### src/verilog/cmd_front_map.svh
/*
 Constants for the serial command front end: characters, line timing, delays.
 Assumes a 25 MHz reference clock; counts are derived from it.
*/
`ifndef CMD_FRONT_MAP_SVH
`define CMD_FRONT_MAP_SVH
`define CLK_HZ 25000000
`define BAUD_SLOW 9600
`define BAUD_FAST 38400
`define DATA_BITS 8
`define STOP_BITS 1
`define CHR_CR 8'h0D
`define CHR_LF 8'h0A
`define CHR_PROMPT 8'h3E
`define CHR_QMARK 8'h3F
`define CHR_SPACE 8'h20
`define CHR_A 8'h41
`define CHR_T 8'h54
`define CHR_Z 8'h5A
`define CHR_W 8'h57
`define CHR_S 8'h53
`define CHR_R 8'h52
`define CHR_V 8'h56
`define CHR_L 8'h4C
`define CHR_P 8'h50
`define CHR_O 8'h4F
`define CHR_K 8'h4B
`define ABORT_MS 20000
`define FULL_RESET_MS 1000
`define WARM_RESET_MS 2
`define ADC_MS 7
`define WAKE_US 128
`define SLEEP_REQ_MS 1000
`define SLEEP_WARN_MS 2000
`define LED_STEP_MS 100
`define ID_LEN 6
`endif

### src/verilog/cmd_front_pkg.sv
/*
 Types shared by the command front end.
 Assumes the constants header is compiled alongside.
*/
package cmd_front_pkg;
    typedef enum logic [2:0] {
        MSG_NONE, MSG_FULL_RESET, MSG_WARM, MSG_VOLT, MSG_SLEEP, MSG_LINEFEED, MSG_OTHER_AT,
        MSG_HEX
    } msg_kind_type;
endpackage

### src/verilog/uart_rx_unit.sv
/*
 Receiver for 8N1 characters with a programmable bit period.
 Assumes rx has already passed two synchronising flip-flops.
*/
`timescale 1ns/10ps
`include "cmd_front_map.svh"
module uart_rx_unit #(
    parameter int DIV_W = 12
) (
    input wire logic clk,
    input wire logic rst_n,
    input wire logic [DIV_W-1:0] bit_period,
    input wire logic rx,
    output logic [7:0] data,
    output logic valid
);
    logic [DIV_W-1:0] cnt, next_cnt;
    logic [3:0] bitn, next_bitn;
    logic busy, next_busy;
    logic [7:0] sh, next_sh;
    logic next_valid;

    always_comb begin
        next_cnt = cnt;
        next_bitn = bitn;
        next_busy = busy;
        next_sh = sh;
        next_valid = 1'b0;
        if (!busy) begin
            if (!rx) begin
                next_busy = 1'b1;
                next_cnt = bit_period >> 1;
                next_bitn = 4'h0;
            end
        end else if (cnt != '0) begin
            next_cnt = cnt - 1'b1;
        end else begin
            next_cnt = bit_period;
            next_bitn = bitn + 4'h1;
            if (bitn == 4'h0 && rx)
                next_busy = 1'b0;
            else if (bitn >= 4'h1 && bitn <= 4'(`DATA_BITS))
                next_sh = {rx, sh[7:1]};
            else if (bitn == 4'(`DATA_BITS + `STOP_BITS)) begin
                next_busy = 1'b0;
                next_valid = rx;
            end
        end
    end

    always_ff @(posedge clk or negedge rst_n) begin
        if (!rst_n) begin
            cnt <= '0;
            bitn <= 4'h0;
            busy <= 1'b0;
            sh <= 8'h00;
            valid <= 1'b0;
        end else begin
            cnt <= next_cnt;
            bitn <= next_bitn;
            busy <= next_busy;
            sh <= next_sh;
            valid <= next_valid;
        end
    end
    assign data = sh;
endmodule

### src/verilog/uart_tx_unit.sv
/*
 Transmitter for 8N1 characters with a programmable bit period.
 Assumes start is only raised while ready is high.
*/
`timescale 1ns/10ps
`include "cmd_front_map.svh"
module uart_tx_unit #(
    parameter int DIV_W = 12
) (
    input wire logic clk,
    input wire logic rst_n,
    input wire logic [DIV_W-1:0] bit_period,
    input wire logic start,
    input wire logic [7:0] data,
    output logic ready,
    output logic tx
);
    logic [DIV_W-1:0] cnt, next_cnt;
    logic [3:0] bitn, next_bitn;
    logic [9:0] sh, next_sh;
    logic busy, next_busy;

    always_comb begin
        next_cnt = cnt;
        next_bitn = bitn;
        next_sh = sh;
        next_busy = busy;
        if (!busy) begin
            if (start) begin
                next_busy = 1'b1;
                next_sh = {1'b1, data, 1'b0};
                next_cnt = bit_period;
                next_bitn = 4'h0;
            end
        end else if (cnt != '0) begin
            next_cnt = cnt - 1'b1;
        end else begin
            next_cnt = bit_period;
            next_sh = {1'b1, sh[9:1]};
            next_bitn = bitn + 4'h1;
            if (bitn == 4'(`DATA_BITS + `STOP_BITS))
                next_busy = 1'b0;
        end
    end

    always_ff @(posedge clk or negedge rst_n) begin
        if (!rst_n) begin
            cnt <= '0;
            bitn <= 4'h0;
            sh <= 10'h3FF;
            busy <= 1'b0;
        end else begin
            cnt <= next_cnt;
            bitn <= next_bitn;
            sh <= next_sh;
            busy <= next_busy;
        end
    end
    assign tx = sh[0];
    // Ready must not look at start: start is decoded from ready upstream
    assign ready = !busy;
endmodule

### src/verilog/cmd_front_end.sv
/*
 Serial command front end: line rate, message collection and classification,
 abort timer, power-up and reset banner, prompt, latencies, sleep and wake.
 Assumes an outside executor takes forwarded messages and reports completion.
*/
// Function
// - Line rate 9600 when rate pin low at power-up, else 38400 unless changed.
// - Characters are eight data bits, no parity, one stop bit both ways.
// - Response lines end with CR, then LF only if linefeeds enabled.
// - After power-up light five indicators in turn, send identity, newline, prompt.
// - Send prompt only when idle and ready for new characters.
// - Messages starting A,T are configuration; others hex only, forwarded onward; the code forwards only their third and later non-space characters.
// - Host ends messages with CR 0D; nothing acts before it arrives; the code sets the linefeed option on a fourth character 0 or 1 after L, before CR.
// - Partial message without CR discarded after about 20 s, one question mark.
// - Syntax error answered with a single question mark, nothing executed.
// - Spaces between command letters are ignored.
// - Full reset banner after 1000 ms with indicators; warm restart after 2 ms.
// - Supply voltage read answer begins about 7 ms after the command.
// - Receive-line pulse of at least 128 us wakes the device from low power.
// - Power control output changes 1.0 s after sleep request accepted.
// - Power control output changes 2.0 s after sleep warning issued.
// - Power control output holds normal level until low power entered.
`timescale 1ns/10ps
`include "cmd_front_map.svh"
module cmd_front_end
    import cmd_front_pkg::*;
#(
    parameter int ABORT_CYC = (`CLK_HZ / 1000) * `ABORT_MS,
    parameter int FULL_RESET_CYC = (`CLK_HZ / 1000) * `FULL_RESET_MS,
    parameter int SLEEP_REQ_CYC = (`CLK_HZ / 1000) * `SLEEP_REQ_MS,
    parameter int SLEEP_WARN_CYC = (`CLK_HZ / 1000) * `SLEEP_WARN_MS,
    parameter int ADC_CYC = (`CLK_HZ / 1000) * `ADC_MS,
    parameter int WARM_CYC = (`CLK_HZ / 1000) * `WARM_RESET_MS,
    parameter int LED_STEP_CYC = (`CLK_HZ / 1000) * `LED_STEP_MS,
    parameter logic [7:0] ID_BYTE = 8'h49
) (
    // Clock and reset
    input wire logic ref_clk,
    input wire logic rst_b,
    // Pins
    input wire logic rate_select,
    input wire logic power_normal_level,
    input wire logic serial_rx,
    output logic serial_tx,
    output logic [4:0] indicator,
    output logic power_control_output,
    // Executor side
    output logic [7:0] msg_char,
    output logic msg_char_valid,
    output logic msg_done,
    input wire logic exec_done,
    input wire logic sleep_warning_message
);
    localparam int WAKE_CYC = (`CLK_HZ / 1000000) * `WAKE_US;
    localparam int DIV_SLOW = `CLK_HZ / `BAUD_SLOW - 1;
    localparam int DIV_FAST = `CLK_HZ / `BAUD_FAST - 1;
    localparam int TW = 32;

    initial begin
        if (ABORT_CYC < 1 || FULL_RESET_CYC < 1 || WARM_CYC < 1 || LED_STEP_CYC < 1)
            $error("cmd_front_end: delay counts must be at least one cycle");
    end

    typedef enum logic [3:0] {
        ST_LEDS, ST_WAIT, ST_BANNER, ST_PROMPT, ST_IDLE, ST_ANSWER, ST_EXEC, ST_SLEEPWAIT,
        ST_ASLEEP
    } state_type;

    function automatic logic is_hex(input logic [7:0] c);
        is_hex = (c >= 8'h30 && c <= 8'h39) || (c >= 8'h41 && c <= 8'h46);
    endfunction

    function automatic logic [7:0] upcase(input logic [7:0] c);
        upcase = (c >= 8'h61 && c <= 8'h7A) ? c - 8'h20 : c;
    endfunction

    // Reset release and pin synchronisers
    logic [1:0] rst_sync;
    logic rst_n;
    logic [1:0] rx_sync, rate_sync;
    always_ff @(posedge ref_clk or negedge rst_b) begin
        if (!rst_b) begin
            rst_sync <= 2'b00;
        end else begin
            rst_sync <= {rst_sync[0], 1'b1};
        end
    end
    assign rst_n = rst_sync[1];
    // Reset by the raw reset so the rate pin is settled before rst_n rises
    always_ff @(posedge ref_clk or negedge rst_b) begin
        if (!rst_b) begin
            rx_sync <= 2'b11;
            rate_sync <= 2'b00;
        end else begin
            rx_sync <= {rx_sync[0], serial_rx};
            rate_sync <= {rate_sync[0], rate_select};
        end
    end

    // Rate is captured once after power-up; a later pin change has no effect
    logic rate_fast, rate_taken;
    always_ff @(posedge ref_clk or negedge rst_n) begin
        if (!rst_n) begin
            rate_fast <= 1'b0;
            rate_taken <= 1'b0;
        end else if (!rate_taken) begin
            rate_fast <= rate_sync[1];
            rate_taken <= 1'b1;
        end
    end
    logic [11:0] bit_period;
    assign bit_period = rate_fast ? 12'(DIV_FAST) : 12'(DIV_SLOW);

    logic [7:0] rx_data, tx_data;
    logic rx_valid, tx_start, tx_ready, tx_line;
    uart_rx_unit #(.DIV_W(12)) u_rx (
        .clk(ref_clk), .rst_n(rst_n), .bit_period(bit_period), .rx(rx_sync[1]),
        .data(rx_data), .valid(rx_valid)
    );
    uart_tx_unit #(.DIV_W(12)) u_tx (
        .clk(ref_clk), .rst_n(rst_n), .bit_period(bit_period), .start(tx_start),
        .data(tx_data), .ready(tx_ready), .tx(tx_line)
    );

    // Main sequencer
    state_type state, next_state;
    logic [TW-1:0] timer, next_timer;
    logic [2:0] step, next_step;
    logic [3:0] len, next_len;
    logic [7:0] c0, next_c0, c1, next_c1, c2, next_c2, c3, next_c3;
    logic bad, next_bad, lf_on, next_lf_on;
    msg_kind_type kind, next_kind;
    logic [4:0] next_indicator;
    logic next_pwr, next_tx, next_fwd_valid, next_done;
    logic [7:0] next_fwd;
    logic [7:0] ch;
    logic [TW-1:0] wake_cnt, next_wake_cnt;

    assign ch = upcase(rx_data);

    always_comb begin
        next_state = state;
        next_timer = timer;
        next_step = step;
        next_len = len;
        next_c0 = c0;
        next_c1 = c1;
        next_c2 = c2;
        next_c3 = c3;
        next_bad = bad;
        next_lf_on = lf_on;
        next_kind = kind;
        next_indicator = 5'h1F;
        next_pwr = power_control_output;
        next_fwd = msg_char;
        next_fwd_valid = 1'b0;
        next_done = 1'b0;
        next_wake_cnt = '0;
        tx_start = 1'b0;
        tx_data = `CHR_PROMPT;
        next_tx = tx_line;
        case (state)
            ST_LEDS: begin
                next_indicator = ~(5'h01 << step);
                if (timer != '0) next_timer = timer - 1'b1;
                else begin
                    next_timer = TW'(LED_STEP_CYC - 1);
                    next_step = step + 3'd1;
                    if (step == 3'd4) begin
                        next_step = 3'd0;
                        next_state = ST_BANNER;
                    end
                end
            end
            ST_WAIT: begin
                if (timer != '0) next_timer = timer - 1'b1;
                else next_state = (kind == MSG_FULL_RESET) ? ST_LEDS : ST_BANNER;
            end
            ST_BANNER: if (tx_ready) begin
                tx_start = 1'b1;
                tx_data = (step < 3'(`ID_LEN - 2)) ? ID_BYTE : (step == 3'(`ID_LEN - 2))
                    ? `CHR_CR : `CHR_LF;
                next_step = step + 3'd1;
                if (step == 3'(`ID_LEN - 2) && !lf_on) next_step = 3'(`ID_LEN);
                if (next_step >= 3'(`ID_LEN)) next_state = ST_PROMPT;
            end
            ST_PROMPT: if (tx_ready) begin
                tx_start = 1'b1;
                tx_data = `CHR_PROMPT;
                next_state = ST_IDLE;
                next_len = 4'h0;
                next_bad = 1'b0;
                next_timer = '0;
            end
            ST_IDLE: begin
                if (len != 4'h0) next_timer = timer + 1'b1;
                if (len != 4'h0 && timer >= TW'(ABORT_CYC - 1)) begin
                    next_kind = MSG_NONE;
                    next_bad = 1'b1;
                    next_step = 3'd0;
                    next_state = ST_ANSWER;
                end else if (rx_valid) begin
                    if (ch == `CHR_CR) begin
                        next_step = 3'd0;
                        next_timer = '0;
                        next_done = !bad && !(c0 == `CHR_A && c1 == `CHR_T) && len != 4'h0;
                        if (len == 4'h0) next_state = ST_PROMPT;
                        else if (c0 == `CHR_A && c1 == `CHR_T) begin
                            next_kind = (c2 == `CHR_Z) ? MSG_FULL_RESET : (c2 == `CHR_W)
                                ? MSG_WARM : (c2 == `CHR_R) ? MSG_VOLT : (c2 == `CHR_L &&
                                (c3 == 8'h30 || c3 == 8'h31)) ? MSG_LINEFEED
                                : (c2 == `CHR_L) ? MSG_SLEEP
                                : MSG_OTHER_AT;
                            next_state = ST_ANSWER;
                        end else if (bad) begin
                            next_state = ST_ANSWER;
                        end else begin
                            next_kind = MSG_HEX;
                            next_state = ST_EXEC;
                        end
                    end else if (ch != `CHR_SPACE) begin
                        next_len = (len == 4'hF) ? len : len + 4'h1;
                        if (len == 4'h0) next_c0 = ch;
                        if (len == 4'h1) next_c1 = ch;
                        if (len == 4'h2) next_c2 = ch;
                        if (len == 4'h3) next_c3 = ch;
                        if (len == 4'h3 && c2 == `CHR_L && (ch == 8'h30 || ch == 8'h31))
                            next_lf_on = ch == 8'h31;
                        if (!(len == 4'h1 && c0 == `CHR_A && ch == `CHR_T) && !is_hex(ch)
                            && !(c0 == `CHR_A && c1 == `CHR_T))
                            next_bad = 1'b1;
                        if (!(c0 == `CHR_A && c1 == `CHR_T) && len >= 4'h2) begin
                            next_fwd = ch;
                            next_fwd_valid = 1'b1;
                        end
                    end
                end
            end
            ST_ANSWER: begin
                if (bad || kind == MSG_OTHER_AT) begin
                    if (tx_ready) begin
                        tx_start = 1'b1;
                        tx_data = (step == 3'd0) ? `CHR_QMARK : (step == 3'd1) ? `CHR_CR
                            : `CHR_LF;
                        next_step = step + 3'd1;
                        if ((step == 3'd1 && !lf_on) || step == 3'd2) next_state = ST_PROMPT;
                    end
                end else if (kind == MSG_FULL_RESET) begin
                    next_timer = TW'(FULL_RESET_CYC - 1);
                    next_step = 3'd0;
                    next_state = ST_WAIT;
                end else if (kind == MSG_WARM) begin
                    next_timer = TW'(WARM_CYC - 1);
                    next_step = 3'd0;
                    next_state = ST_WAIT;
                end else if (kind == MSG_VOLT) begin
                    next_timer = TW'(ADC_CYC - 1);
                    next_step = 3'd0;
                    next_kind = MSG_LINEFEED;
                    next_state = ST_WAIT;
                end else if (kind == MSG_SLEEP) begin
                    next_timer = TW'(SLEEP_REQ_CYC - 1);
                    next_state = ST_SLEEPWAIT;
                end else begin
                    next_state = ST_PROMPT;
                end
            end
            ST_EXEC: if (exec_done) next_state = ST_PROMPT;
            ST_SLEEPWAIT: begin
                if (timer != '0) next_timer = timer - 1'b1;
                else begin
                    next_pwr = !power_normal_level;
                    next_state = ST_ASLEEP;
                end
            end
            ST_ASLEEP: begin
                next_wake_cnt = rx_sync[1] ? '0 : wake_cnt + 1'b1;
                if (rx_sync[1] && wake_cnt >= TW'(WAKE_CYC)) begin
                    next_pwr = power_normal_level;
                    next_step = 3'd0;
                    next_state = ST_BANNER;
                end
            end
            default: next_state = ST_LEDS;
        endcase
        if (sleep_warning_message && state != ST_SLEEPWAIT && state != ST_ASLEEP) begin
            next_timer = TW'(SLEEP_WARN_CYC - 1);
            next_state = ST_SLEEPWAIT;
        end
        if (state != ST_SLEEPWAIT && state != ST_ASLEEP) next_pwr = power_normal_level;
        next_tx = tx_line;
    end

    always_ff @(posedge ref_clk or negedge rst_n) begin
        if (!rst_n) begin
            state <= ST_LEDS;
            timer <= TW'(LED_STEP_CYC - 1);
            step <= 3'd0;
            len <= 4'h0;
            c0 <= 8'h00;
            c1 <= 8'h00;
            c2 <= 8'h00;
            c3 <= 8'h00;
            bad <= 1'b0;
            lf_on <= 1'b0;
            kind <= MSG_NONE;
            indicator <= 5'h1F;
            power_control_output <= 1'b0;
            serial_tx <= 1'b1;
            msg_char <= 8'h00;
            msg_char_valid <= 1'b0;
            msg_done <= 1'b0;
            wake_cnt <= '0;
        end else begin
            state <= next_state;
            timer <= next_timer;
            step <= next_step;
            len <= next_len;
            c0 <= next_c0;
            c1 <= next_c1;
            c2 <= next_c2;
            c3 <= next_c3;
            bad <= next_bad;
            lf_on <= next_lf_on;
            kind <= next_kind;
            indicator <= next_indicator;
            power_control_output <= next_pwr;
            serial_tx <= next_tx;
            msg_char <= next_fwd;
            msg_char_valid <= next_fwd_valid;
            msg_done <= next_done;
            wake_cnt <= next_wake_cnt;
        end
    end

    a_prompt_idle: assert property (@(posedge ref_clk) disable iff (!rst_n)
        state == ST_PROMPT && tx_ready |=> state == ST_IDLE)
        else $error("prompt not followed by idle");
    a_exec_hold: assert property (@(posedge ref_clk) disable iff (!rst_n)
        state == ST_EXEC && !exec_done && !sleep_warning_message |=> state == ST_EXEC)
        else $error("prompt sent during execution");
    a_pwr_normal: assert property (@(posedge ref_clk) disable iff (!rst_n)
        state == ST_IDLE |-> power_control_output == $past(power_normal_level))
        else $error("power control left normal level");
    a_cr_needed: assert property (@(posedge ref_clk) disable iff (!rst_n)
        state == ST_IDLE && !rx_valid && !sleep_warning_message && timer < TW'(ABORT_CYC - 1)
        |=> state == ST_IDLE)
        else $error("message acted on without terminator");
    a_hex_forward: assert property (@(posedge ref_clk) disable iff (!rst_n)
        msg_done |-> $past(rx_valid) && $past(ch) == `CHR_CR)
        else $error("forward without carriage return");
    a_reset_wait: assert property (@(posedge ref_clk) disable iff (!rst_n)
        state == ST_ANSWER && kind == MSG_FULL_RESET && !bad |=> state == ST_WAIT
        && timer == TW'(FULL_RESET_CYC - 1))
        else $error("full reset delay wrong");
    a_sleep_wait: assert property (@(posedge ref_clk) disable iff (!rst_n)
        state == ST_ANSWER && kind == MSG_SLEEP && !bad && !sleep_warning_message
        |=> timer == TW'(SLEEP_REQ_CYC - 1))
        else $error("sleep delay wrong");
    a_volt_wait: assert property (@(posedge ref_clk) disable iff (!rst_n)
        state == ST_ANSWER && kind == MSG_VOLT && !bad |=> timer == TW'(ADC_CYC - 1))
        else $error("voltage delay wrong");
endmodule

### config.mk
export PLATFORM = sky130hd
export DESIGN_NAME = cmd_front_end
export DESIGN_NICKNAME = d
export VERILOG_FILES = /design/src/verilog/cmd_front_pkg.sv /design/src/verilog/uart_rx_unit.sv /design/src/verilog/uart_tx_unit.sv /design/src/verilog/cmd_front_end.sv
export VERILOG_INCLUDE_DIRS = /design/src /design/src/verilog
export SDC_FILE = /design/constraint.sdc
export NUM_CORES = 1
export LEC_CHECK = 0
export ABC_AREA = 1
export ABC_CLOCK_PERIOD_IN_PS = 6200
export BUFFER_PORTS_ARGS = -buffer_cell sky130_fd_sc_hd__clkbuf_2
export CORE_UTILIZATION = 45
export CTS_BUF_LIST = sky130_fd_sc_hd__clkbuf_4 sky130_fd_sc_hd__clkbuf_8 sky130_fd_sc_hd__clkbuf_16
export DETAILED_ROUTE_END_ITERATION = 6
export GPL_TIMING_DRIVEN = 0
export SLEW_MARGIN = 20
export SYNTH_ARGS = -nofsm -noshare
export SYNTH_HDL_FRONTEND = slang
export SYNTH_SLANG_ARGS = --single-unit
### constraint.sdc
create_clock -name ref_clk -period 6.2 [get_ports ref_clk]
set_input_delay 1.24 -clock ref_clk [delete_from_list [all_inputs] [get_ports ref_clk]]
set_output_delay 1.24 -clock ref_clk [all_outputs]
set_load 0.03 [all_outputs]
Word level (Yosys, flattened, before mapping). Index checks and enable logic that the tools add are counted.

$add $sub $neg: 10. Order comparisons: 13. Equality and inequality tests: 80. Shifts and indexed selects: 1. Multiplexer cells: 143. Bitwise logic cells: 5. Reductions and logical operators: 66.

Operators by type and width (count): two-way mux 32 bit (15); case mux 32 bit (5 select lines) (1); two-way mux 4 bit (28); two-way mux 3 bit (35); two-way mux 12 bit (7); adder 32 x 1 -> 32 bit (second input constant) (2); == test 8 x 7 -> 1 bit (second input constant) (7); != test 3 bit (second input constant) (18); AND reduction 6 bit (7); two-way mux 1 bit (36); case mux 4 bit (9 select lines) (1); == test 8 x 6 -> 1 bit (second input constant) (4); >= comparator 32 x 12 -> 1 bit (second input constant) (1); >= comparator 32 x 29 -> 1 bit (second input constant) (1); nonzero test 32 bit (1); subtractor 32 x 1 -> 32 bit (second input constant) (1); two-way mux 10 bit (3); != test 2 bit (second input constant) (14); nonzero test 12 bit (2); subtractor 12 x 1 -> 12 bit (second input constant) (2); logical AND 1 bit (23); != test 4 bit (second input constant) (5); == test 4 x 2 -> 1 bit (second input constant) (4); == test 4 x 3 -> 1 bit (second input constant) (4); 56 further kinds (96).

Flip-flop bits (word level): 190. Input bits: 7. Logic and storage cells: 350.

Logic depth before layout (Yosys ltp).
Depth after elaboration: 15. Mapped depth: 18. Depth with buffers taken out: 18.

Modules after synthesis. Synthesis repeated with hierarchy kept, for this count alone.

Cells, all modules: 1965. Area, all modules: 13570.5 µm².

Modules (own cells, without submodules): cmd_front_end (times used 1, cells each 1495, area an instance 10037.1 µm², seq. area each 3428.3 µm²); uart_rx_unit (times used 1, cells each 255, area an instance 1863.0 µm², seq. area each 650.6 µm²); uart_tx_unit (times used 1, cells each 215, area an instance 1670.4 µm², seq. area each 661.9 µm²).

Least setup slack after synthesis. OpenSTA, ideal clock, no wires.

Path kind: input port to flip-flop. From: input port sleep_warning_message. To: register timer[22]. Arrival time: 2.346 ns. Required time: 6.087 ns. Path slack: 3.741 ns. Stages: 12. Buffers on the path: 1. Cells stage by stage: inv_1 nor2_1 nand2_1 nand2_1 inv_1 nor2_1 nand4_1 buf_2 a21oi_1 nand3_1 nand2_1 inv_1.

Longest elaborated chain between the ends: 4. Elaborated cells between the ends (all ways): 9. Classes of those cells: eq/ne (4); mux (1); reduce/logical (4).

RTL lines: from (decl) (line cmd_front_end.sv:52) `input wire logic sleep_warning_message`; logical AND 1 bit * (2 in series) (line cmd_front_end.sv:286) `if (sleep_warning_message && state != ST_SLEEPWAIT && state != ST_ASLEEP) begin`; != test 6 bit (no source line) (tied with other cells); AND reduction 5 bit (no source line); to (signal assigned) (line cmd_front_end.sv:297) `timer <= TW'(LED_STEP_CYC - 1);`; to (signal assigned) (line cmd_front_end.sv:316) `timer <= next_timer;`; to (decl) (line cmd_front_end.sv:127) `logic [TW-1:0] timer, next_timer;`.

Every way passes the cells marked *; elsewhere a longest branch is shown, timed or not. A chain may end at the register's enable or synchronous reset.

Worst setup path after layout.
From: register timer[0]. To: register timer[24].

Longest elaborated chain between the ends: 7. Elaborated cells between the ends (all ways): 15. Classes of those cells: add/sub (2); order compare (1); eq/ne (1); mux (8); reduce/logical (3).

RTL lines: adder 32 x 1 -> 32 bit (line cmd_front_end.sv:196) `if (len != 4'h0) next_timer = timer + 1'b1;`; two-way mux 32 bit (line cmd_front_end.sv:196); two-way mux 32 bit (line cmd_front_end.sv:203) `` if (ch == `CHR_CR) begin ``; two-way mux 32 bit (line cmd_front_end.sv:202) `end else if (rx_valid) begin`; two-way mux 32 bit (line cmd_front_end.sv:197) `if (len != 4'h0 && timer >= TW'(ABORT_CYC - 1)) begin`; case mux 32 bit (5 select lines) (line cmd_front_end.sv:162) `case (state)`; two-way mux 32 bit (line cmd_front_end.sv:286).

Parallel ways exist; a longest one is shown, timed or not. The select of a mux whose other input is x is not followed.

==> flow_summary.yaml <==
grt:
  track_usage: 0.255
  antenna_found_initial: 0
  grt-ovfl-total: 0
  grt_pass1_vias: 10900
  grt_pass1_wl_mm: 56.8
  grt_max_degree: 56
clock_network:
  cts_setup_buffers: 0
  cts_max_level: 4
  path_clk_slew_ns: 0.08
  clk_latency_ns: 0.44
  cts_buffers: 17
  cts_sinks: 188
  postCtsHoldBufs: 0
  tritoncts: "yes"
  cts-root-buf: "clkbuf_16"
  clockBufferDepth: 2
  post_cts_resized: 0
logic_synthesis:
  ys_seq_area_frac: 0.389
  ys_ff_latch: 188
  synth_edf_count: 0
  synth_area_leaders: "dfrtp_1, nand2_1, nor2_1"
  async_flop_share: 1.00
  syn_inst: 1748
  synth_area_mm2: 0.0122
  yosys-top-cells-count: "nand2_1, nor2_1, inv_1, dfrtp_1, o21ai_0"
  yosysTopAreaCell: "dfrtp_1"
  ys_types: 53
  synth_ff_type: "dfrtp_1"
  avgSynthCellArea_um2: 6.97
  netlist.area_leader.share: 0.326
  synth_most_common_cell: "nand2_1"
  yosys_warnings: 0
critical_path:
  reg2reg_slack_ns: 3.28
  cpMaxStageDelayCell: "dfstp_2"
  critPathCaptureType: "flip-flop"
  crit_fanout: 10
  worst_r2r_endpoint: "timer[24]$_DFFE_PN0P_"
  cp_common_cell: "nand2_1"
  cp-start-kind: "flip-flop"
  path_cells: "ha_1 > nand2_1 > nor2_1 > nand2_1 > nand2_1 > nand2_1 > nand2_1 > nand2_1 > nand2_1 > nand2_1 > buf_2 > nand3_2 > buf_2 > o211ai_1 > nand3_1 > nand2_1 > nand2_1"
  worstSetupPathType: "flip-flop to flip-flop"
  worstReg2RegStart: "timer[0]$_DFFE_PN1P_"
  arrival_ns: 3.29
  rr_worst_depth: 17
  crit_start: "timer[0]$_DFFE_PN1P_"
  crit_required_ns: 6.57
  critPathMaxStageDelay_ns: 0.62
sta:
  finalClockSkew_ns: 0.0156
  rsz0062_at_grt: "no"
  slew_headroom: 0.431
  setup_violations: 0
  hold_viol: 0
  worst_slew_pin_slew_ns: 0.853
  maxSlewViolCount: 0
  fin_ws_ns: 3.28
  finalSetupTns_ns: 0
  min_period_ns: 2.92
  max_freq_mhz: 342
  fin_crit_sh: 0.471
final_layout:
  layout-drive-gt1-share: 0.0869
  fin_area_mm2: 0.0134
  syn2layout_area_growth_pct: 10.0
  fin_nets: 1825
  utilization: 0.510
  n_fill_cell: 2676
  antennaDiodeCount: 0
place:
  placed_area_mm2: 0.0128
  pre_cts_slack_ns: 2.98
  place.gp.congestion: 0.985
  io_buffers: 23
  post-dp-hpwl_mm: 25.5
power_and_ir_drop:
  powerDensity_mw_per_mm2: 421
  ir_drop_mv: 0.267
  p_leak_nw: 6.10
floorplan:
  fp-row-count: 59
  die_x_um: 167
  die_y_um: 167
  ios: 24
  core_mm2: 0.0263
  floorplan.initialDensity: 0.464
  die_area_mm2: 0.0277
detailed_routing:
  ant_nets: 0
  wl_mm: 34.3
  wl_met3_mm: 1.92
  post_drt_wl_per_cell_um: 16.0
  vias_per_cell: 5.46
  drtPass1Iterations: 7
  drt-met1-wl_mm: 16.3
  drc: 1
  dr_wl_met2_mm: 15.6
  highest_layer: "met4"
  num_vias: 11700
  drt_iter0_markers: 1050
hold_path:
  hold_path_class: "flip-flop to asynchronous set/reset pin"
run_status:
  outcome: "finished with violations"
  violations: "DRC"
run:
  drv_cap: 0
[final cells by class]
type,count,area (um2),area share
multi-input combinational,1290,6370,0.475
tap,335,419,0.0312
timing repair buffer,26,198,0.0147
clock inverter,14,166,0.0124
buffer,51,245,0.0183
inverter,220,840,0.0626
clock buffer,18,433,0.0323
sequential,188,4740,0.354
[routing by layer]
layer,global-route usage,up-vias
li1,-,5828
met1,0.359,5477
met2,0.412,336
met3,0.0340,46
met4,0.0656,0
met5,0,-
[report_power, final]
part           switching (mW)  leakage (nW)  total (mW)  internal [mW]
clock network           0.564         0.294        1.12          0.552
logic                    1.95          3.42        2.78          0.826
registers               0.236          2.38        1.76           1.53
[critical path, delay by kind of cell, from the launching register on]
family | cells | cell delay [ns]
AND/OR/NAND/NOR | 13 | 1.28
buffers and inverters | 2 | 0.59
adder cells (fa/ha/maj) | 1 | 0.21
flip-flops | 1 | 0.62
AO/OA/AOI/OAI | 1 | 0.14
[flip-flops by register name (all words and copies together) (netlist names), 5 cells and up]
register   count
c3             7
c2             8
c1             8
msg_char       8
u_tx.cnt      12
u_tx.sh        9
timer         32
u_rx.cnt      12
c0             8
u_rx.data      8
wake_cnt      32
indicator      5
[placed cells by master (no fill, tap or decap), types with 5 or more instances in the layout]
cell and instances:
a21oi_1 82, a22oi_1 7, a31oi_1 5, buf_2 12
buf_6 5, clkbuf_1 31, clkbuf_16 17, clkbuf_2 24
dfrtp_1 158, dfstp_2 29, ha_1 24, inv_1 208
inv_2 10, nand2_1 420, nand2_2 5, nand3_1 112
nand3b_1 9, nand4_1 49, nor2_1 230, nor2_2 6
nor3_1 55, nor4_1 15, o211ai_1 10, o21a_1 9
o21ai_0 118, o21ai_1 31, o21ai_2 15, o22ai_1 9
xnor2_1 5, xor2_1 38
[worst max-delay path by stage]
| stage | slack, ns | to | cells past startpoint |
|---|---|---|---|
| after global placement | -1.64 | timer[14]$_DFFE_PN0P_ | 0 |
| after detailed placement | 2.98 | timer[7]$_DFFE_PN1P_ | 11 |
| after CTS | 3.34 | timer[24]$_DFFE_PN0P_ | 17 |
| after floorplan | 0.74 | bad$_DFFE_PN0P_ | 0 |
| final | 3.28 | timer[24]$_DFFE_PN0P_ | 17 |
| after global routing | 3.09 | timer[14]$_DFFE_PN0P_ | 12 |
[through the flow]
| step | hold slack (ns) | instances | power [mW] |
|---|---|---|---|
| after global routing | 0.344 | 2142 | 6.11 |
| after floorplan | 0.331 | 1749 | 3.71 |
| final | 0.297 | 2142 | 5.65 |
| after CTS | 0.310 | 2142 | 5.63 |
| after global placement | 0.335 | 2107 | 4.46 |
| after detailed placement | 0.303 | 2110 | 4.50 |
[logic make-up (layout without fill, tap and decap cells)]
kind of cell | count (synthesis) | after routing | synth area share
AND/OR/NAND/NOR | 921 | 921 | 0.328
other | 1 | 2 | 0.000308
adder cells (fa/ha/maj) | 24 | 24 | 0.0246
flip-flops | 188 | 188 | 0.389
AO/OA/AOI/OAI | 300 | 300 | 0.139
buffers and inverters | 271 | 329 | 0.0890
XOR/XNOR | 43 | 43 | 0.0309
(Power assumes the default switching activity.)
